$ cat src/hw/tmc_pkg.sv
package tmc_pkg;

  // Channel count and register map
  localparam int          CH_COUNT = 4;
  localparam logic [31:0] MODE_CTRL_SECOND_OFS [CH_COUNT] = '{
    32'hfffff608,                     // timer0_mode_ctrl_second
    32'hfffff618,                     // timer1_mode_ctrl_second
    32'h0ffff628,                     // timer2_mode_ctrl_second
    32'hfffff638                      // timer3_mode_ctrl_second
  };
  localparam logic [31:0] STATUS_OFS = 32'hfffff640;

  // Avalon response codes
  localparam logic [1:0]  RESP_OKAY   = 2'h0;
  localparam logic [1:0]  RESP_DECERR = 2'h3;

  // Second mode-control register layout, bit 7 down to bit 0
  typedef struct packed {
    logic ovf_halt;                   // overflow_halt
    logic pulse_en;                   // pulse_out_enable
    logic act_lvl;                    // out_active_level
    logic ext_clk;                    // external_clock_select
    logic match_clr;                  // match_clear_enable
    logic rsvd;                       // always reads zero
    logic cc1_mode;                   // cc1_mode_select
    logic cc0_mode;                   // cc0_mode_select
  } tmc_mode_t;

  localparam tmc_mode_t  MODE_RESET      = 8'h20;
  localparam logic [7:0] MODE_WRITE_MASK = 8'hfb;

  // Bus slave states
  typedef enum logic [1:0] {
    BUS_IDLE   = 2'h0,
    BUS_ANSWER = 2'h1
  } tmc_bus_st_t;

  // Avalon-MM request and answer
  typedef struct packed {
    logic [31:0] address;
    logic        read;
    logic        write;
    logic [31:0] writedata;
    logic [3:0]  byteenable;
  } tmc_bus_req_t;

  typedef struct packed {
    logic [31:0] readdata;
    logic        waitrequest;
    logic [1:0]  response;
  } tmc_bus_rsp_t;

  // Per-channel links to counter and first mode register
  typedef struct packed {
    logic count_run;                  // count_run_bit level
    logic run_write;                  // pulse: software wrote 1 to it
    logic overflow;                   // pulse: channel_counter wrapped
    logic cc0_match;                  // pulse: capture_compare_reg0 match
    logic cc1_match;                  // pulse: capture_compare_reg1 match
  } tmc_ch_in_t;

  typedef struct packed {
    logic       count_gate;
    logic       count_hold;
    logic       clear_req;
    logic       ext_clk_sel;
    logic [1:0] cc_compare;
    logic       pulse_pin;
  } tmc_ch_out_t;

endpackage

$ cat src/hw/tmc_mode_ctrl.sv
// Register access over Avalon-MM was chosen for this implementation.
`timescale 1ns/1ns
module tmc_mode_ctrl #(
  parameter int NCH = tmc_pkg::CH_COUNT
) (
  input  wire logic                  ref_clk,
  input  wire logic                  nrst,
  input  wire tmc_pkg::tmc_bus_req_t bus_req,
  output      tmc_pkg::tmc_bus_rsp_t bus_rsp,
  input  wire tmc_pkg::tmc_ch_in_t   ch_in  [NCH],
  output      tmc_pkg::tmc_ch_out_t  ch_out [NCH]
);
  import tmc_pkg::*;

  typedef struct packed {
    tmc_bus_st_t              bus;
    logic [7:0]               rdata;
    logic [1:0]               resp;
    tmc_mode_t [NCH-1:0]      mode;
    logic [NCH-1:0]           pin;
    logic [NCH-1:0]           halt;
  } tmc_state_t;

  tmc_state_t     s_q;
  tmc_state_t     s_d;
  logic [NCH-1:0] hit;
  logic           stat_hit;
  logic           req;
  logic           wr_commit;
  logic [7:0]     rd_val;

  // Address decode and read mux; only the low byte lane carries data
  always_comb begin
    hit      = '0;
    rd_val   = '0;
    stat_hit = bus_req.address == STATUS_OFS;
    for (int i = 0; i < NCH; i++) begin
      hit[i] = bus_req.address == MODE_CTRL_SECOND_OFS[i];
      if (hit[i]) begin
        rd_val = s_q.mode[i];
      end
    end
    if (stat_hit) begin
      rd_val = 8'({s_q.halt, s_q.pin});
    end
  end

  assign req       = bus_req.read | bus_req.write;
  assign wr_commit = bus_req.write && (s_q.bus == BUS_ANSWER);

  // Next state of bus slave, registers, pins and halt flags
  always_comb begin
    s_d = s_q;
    unique case (s_q.bus)
      BUS_IDLE: begin
        if (req) begin
          s_d.bus   = BUS_ANSWER;
          s_d.rdata = rd_val;
          s_d.resp  = (stat_hit || (|hit)) ? RESP_OKAY : RESP_DECERR;
        end
      end
      BUS_ANSWER: begin
        s_d.bus = BUS_IDLE;
      end
      default: begin                  // Unused codes fall back to idle
        s_d.bus = BUS_IDLE;
      end
    endcase
    for (int i = 0; i < NCH; i++) begin
      // Reserved bit is dropped so it always reads back zero
      if (wr_commit && hit[i] && bus_req.byteenable[0]) begin
        s_d.mode[i] = tmc_mode_t'(bus_req.writedata[7:0]
                                  & MODE_WRITE_MASK);
      end
      // Pin follows level one cycle after the register: a write that flips both
      // enable and level in one go cannot spike the pin
      if (!s_q.mode[i].pulse_en) begin
        s_d.pin[i] = ~s_q.mode[i].act_lvl;
      end else if (s_q.mode[i].cc0_mode && s_q.mode[i].cc1_mode
                   && (ch_in[i].cc0_match || ch_in[i].cc1_match)) begin
        s_d.pin[i] = ~s_q.pin[i];
      end
      // Overflow stop wins over a restart in the same cycle
      if (ch_in[i].overflow && s_q.mode[i].ovf_halt
          && ch_in[i].count_run) begin
        s_d.halt[i] = 1'b1;
      end else if (ch_in[i].run_write) begin
        s_d.halt[i] = 1'b0;
      end
    end
  end

  // All state in one register
  always_ff @(posedge ref_clk) begin
    if (!nrst) begin
      s_q      <= '0;
      s_q.mode <= {NCH{MODE_RESET}};
    end else begin
      s_q <= s_d;
    end
  end

  // Bus answer: one wait cycle, then data from flops
  assign bus_rsp.readdata    = 32'(s_q.rdata);
  assign bus_rsp.response    = s_q.resp;
  assign bus_rsp.waitrequest = req && (s_q.bus == BUS_IDLE);

  // Channel outputs; event request pins never reach the pulse logic
  for (genvar g = 0; g < NCH; g++) begin : g_ch
    assign ch_out[g].count_gate  = ch_in[g].count_run & ~s_q.halt[g];
    assign ch_out[g].count_hold  = s_q.halt[g];
    assign ch_out[g].clear_req   = s_q.mode[g].match_clr
                                   & s_q.mode[g].cc0_mode
                                   & ch_in[g].cc0_match;
    assign ch_out[g].ext_clk_sel = s_q.mode[g].ext_clk;
    assign ch_out[g].cc_compare  = {s_q.mode[g].cc1_mode,
                                    s_q.mode[g].cc0_mode};
    assign ch_out[g].pulse_pin   = s_q.pin[g];
  end
endmodule

$ cat config.mk
export PLATFORM = sky130hd
export DESIGN_NAME = tmc_mode_ctrl
export DESIGN_NICKNAME = d
export VERILOG_FILES = /design/src/hw/tmc_pkg.sv /design/src/hw/tmc_mode_ctrl.sv
export SDC_FILE = /design/constraint.sdc
export NUM_CORES = 1
export LEC_CHECK = 0
export ABC_CLOCK_PERIOD_IN_PS = 3140
export BUFFER_PORTS_ARGS = -buffer_cell sky130_fd_sc_hd__buf_4
export CORE_MARGIN = 4
export CORE_UTILIZATION = 45
export DETAILED_ROUTE_END_ITERATION = 6
export GPL_TIMING_DRIVEN = 0
export PLACE_DENSITY = 0.91
export REMOVE_ABC_BUFFERS = 1
export SLEW_MARGIN = 20
export SYNTH_ARGS = -nofsm -noshare
export SYNTH_HDL_FRONTEND = slang
export SYNTH_SLANG_ARGS = --single-unit
$ cat constraint.sdc
create_clock -name ref_clk -period 3.14 [get_ports ref_clk]
set_input_delay 0.157 -clock ref_clk [delete_from_list [all_inputs] [get_ports ref_clk]]
set_output_delay 0.157 -clock ref_clk [all_outputs]
set_load 0.01 [all_outputs]
==> metrics.txt <==
busiest grt layer met2; final slew viol count 0; FMAX just under 600 MHz; CP Max Fanout 11; antenna violations before repair 0; status complete, no violations; Detailed Place HPWL 5556 µm; Worst-path clk slew ~80 ps; H-tree depth 2; Worst Path Arrival approximately 1900 ps; clk buf depth 2; grt met1 use about 22%; top-count cell post-synth buf_4; Die X between 80 and 90 µm; largest cells by area after synthesis dfxtp_1, buf_4, mux2i_1; crit path kind primary input to register; CTS tree built; Unique masters post-synth 42; cts repair resizes 0; CTS sink cnt 46; Port Buf Inserts 102; CP max stage cell nor4_4; Yosys top cell area share 33.26%; worst path cell trace buf_4 -> or3b_4 -> nor4_4 -> nand4_4 -> mux2i_1 -> nand2_1; DP Area 3274 µm²; DRT antenna net count 0; crit path time final 1704 ps; postcts setup bufs 0; Avg Cell Area, Syn roughly 8.9 µm²; clk_lat worst skew between 300 and 400 ps; first-pass GRT wire length 11020 µm; R2R setup slack 1550 ps; Max VDD drop 0.2241 mV; # DRC 0; leak pwr between 1.5 and 2 nW; power per cell area 344.1 nW/µm²; CTS Buf Count 5; final instance area 3383 µm²; CP bufs+invs 1; Via density 5.186; Pre-antenna DRT Iters 4; die extent in y 86.44 µm; Starting Density 46.49%; M3 GR Usage 5.513%; cell taking the most area after synthesis dfxtp_1; Tcrit/Tclk final a little over half; unrepaired setup endpoints after global routing false; io pins 155; gr ovfl total 0; gr usage total a little under a fifth; number of global-route vias before repair 2286; setup TNS 0 ps; core area 5956 µm²; synthesized cell area between 2000 and 3000 µm²; final wirelength about 6900 µm; Syn Inst Count 312; Post-CTS Hold Buffers 0; fraction of layout cells with a size suffix above 1 32.98%; sequential area share after synthesis between 30% and 40%; setup violators final 0; Hold Crit Class primary input to register; met2 Usage GRT 31.29%; Max stage delay on crit path 570 ps; root buffer cell clkbuf_8; Final Hold Viols 0; Cell Rows 28; gp weighted congestion 0.8008; synth warn 0; max cap viols 0; Area Overhead vs Synth 22.19%; worst-margin pin slew about 590 ps; FFs w/ async S/R, synth 0%; Worst slew margin 60.13%; Worst EP required 3330 ps; fin nets between 400 and 500; Crit. End Element register; largest net degree at the start of global routing 49; CP Launch Type primary input; Largest delay share family, worst path simple AND/OR/NAND/NOR gates; antenna cells 0; die area around 7500 µm²; Routed wire per std cell 15.05 µm; Starting DRT DRC Count 119; synthesis-stage register bit count between 40 and 50; Post-synth EDFFs 0; fillcell total 550; ys flop type dfxtp_1; synth cell count leaders buf_4, dfxtp_1, nand2_1; Clock Skew 5.272 ps; routed vias 2370
==> sequential cells by signal, indices dropped and copies added (netlist names) <==
signal	cells
s_q	17
bus_rsp	9
ch_out	20
==> stage by stage <==
step                      utilization, %  std cells  setup WS, ps  power [mW]  hold WS (ps)
final                              56.81        457          1436       1.164         88.25
after floorplan                        -        272          1519      0.6486         218.9
after global routing               56.81        457          1273       1.214         107.4
after detailed placement           54.98        449          1144      0.7408         405.7
after global placement             54.98        449          1164      0.7370         398.6
after CTS                          56.81        457          1474       1.173         83.68
==> tightest hold or removal path, delay by kind of cell <==
kind / cells / cell delay (ps)
and+or+nand+nor: 1 / 60
buffers and inverters: 1 / 100
muxes: 1 / 60
==> cells by family after synthesis <==
logic type             Yosys count  share of synthesized area [%]
other                            1                         0.1354
flip-flops                      46                          33.26
AO/OA/AOI/OAI                   39                          11.07
AND/OR/NAND/NOR                130                          28.11
multiplexers                    28                          10.12
XOR/XNOR                         4                          1.265
buffers and inverters           64                          16.04
==> layout by cell type, fill, tap and decap left out, drive strengths merged, types with 2 or more instances in the layout <==
cell type and n:
buf 102, dfxtp 46, nand2 37, mux2i 28
nor2b 25, conb 24, nor2 16, nand4 8
o31ai 8, nand3 7, nand3b 7, a31oi 7
and3 6, nand2b 6, a221oi 6, a21oi 5
a21boi 5, clkbuf 5, nand4b 4, o211ai 4
xnor2 4, nor4 3, or3b 3, o21ai 2
and3b 2, clkinv 2, nor3 2
==> layout make-up <==
type	count	area, µm²	share of cell area [%]
multi-input cells	225	1490	44.05
flip-flops and latches	46	920.9	27.22
repair buffers	102	765.7	22.63
well taps	75	93.84	2.774
clock buffers	5	68.82	2.034
clock inverters	3	40.04	1.183
inverters	1	3.754	0.1109
==> layer usage <==
metal | vias up | wire length [µm]
li1 | 1155 | -
met1 | 1094 | 2783
met2 | 103 | 3415
met3 | 18 | 545
met4 | 0 | 132
met5 | - | 0
==> power by group <==
group	total (mW)	switching, mW	internal (mW)
Sequential	0.586	0.00145	0.585
Clock	0.436	0.201	0.234
Combinational	0.142	0.0671	0.0751
Total	1.16	0.270	0.894
==> worst paths after layout <==
check                                        startpoint                       to  cells past startpoint
worst max-delay path                        bus_req[42]     s_q[29]$_SDFFE_PN1P_                      6
worst min-delay path                         bus_req[9]     s_q[37]$_SDFFE_PN1P_                      3
worst max register to register     s_q[50]$_SDFFE_PN0N_  ch_out[15]$_SDFFE_PN0P_                      4
worst min register to register  bus_rsp[8]$_SDFFE_PN0P_  bus_rsp[8]$_SDFFE_PN0P_                      2
No activity file was read; power rests on OpenSTA's default activity.
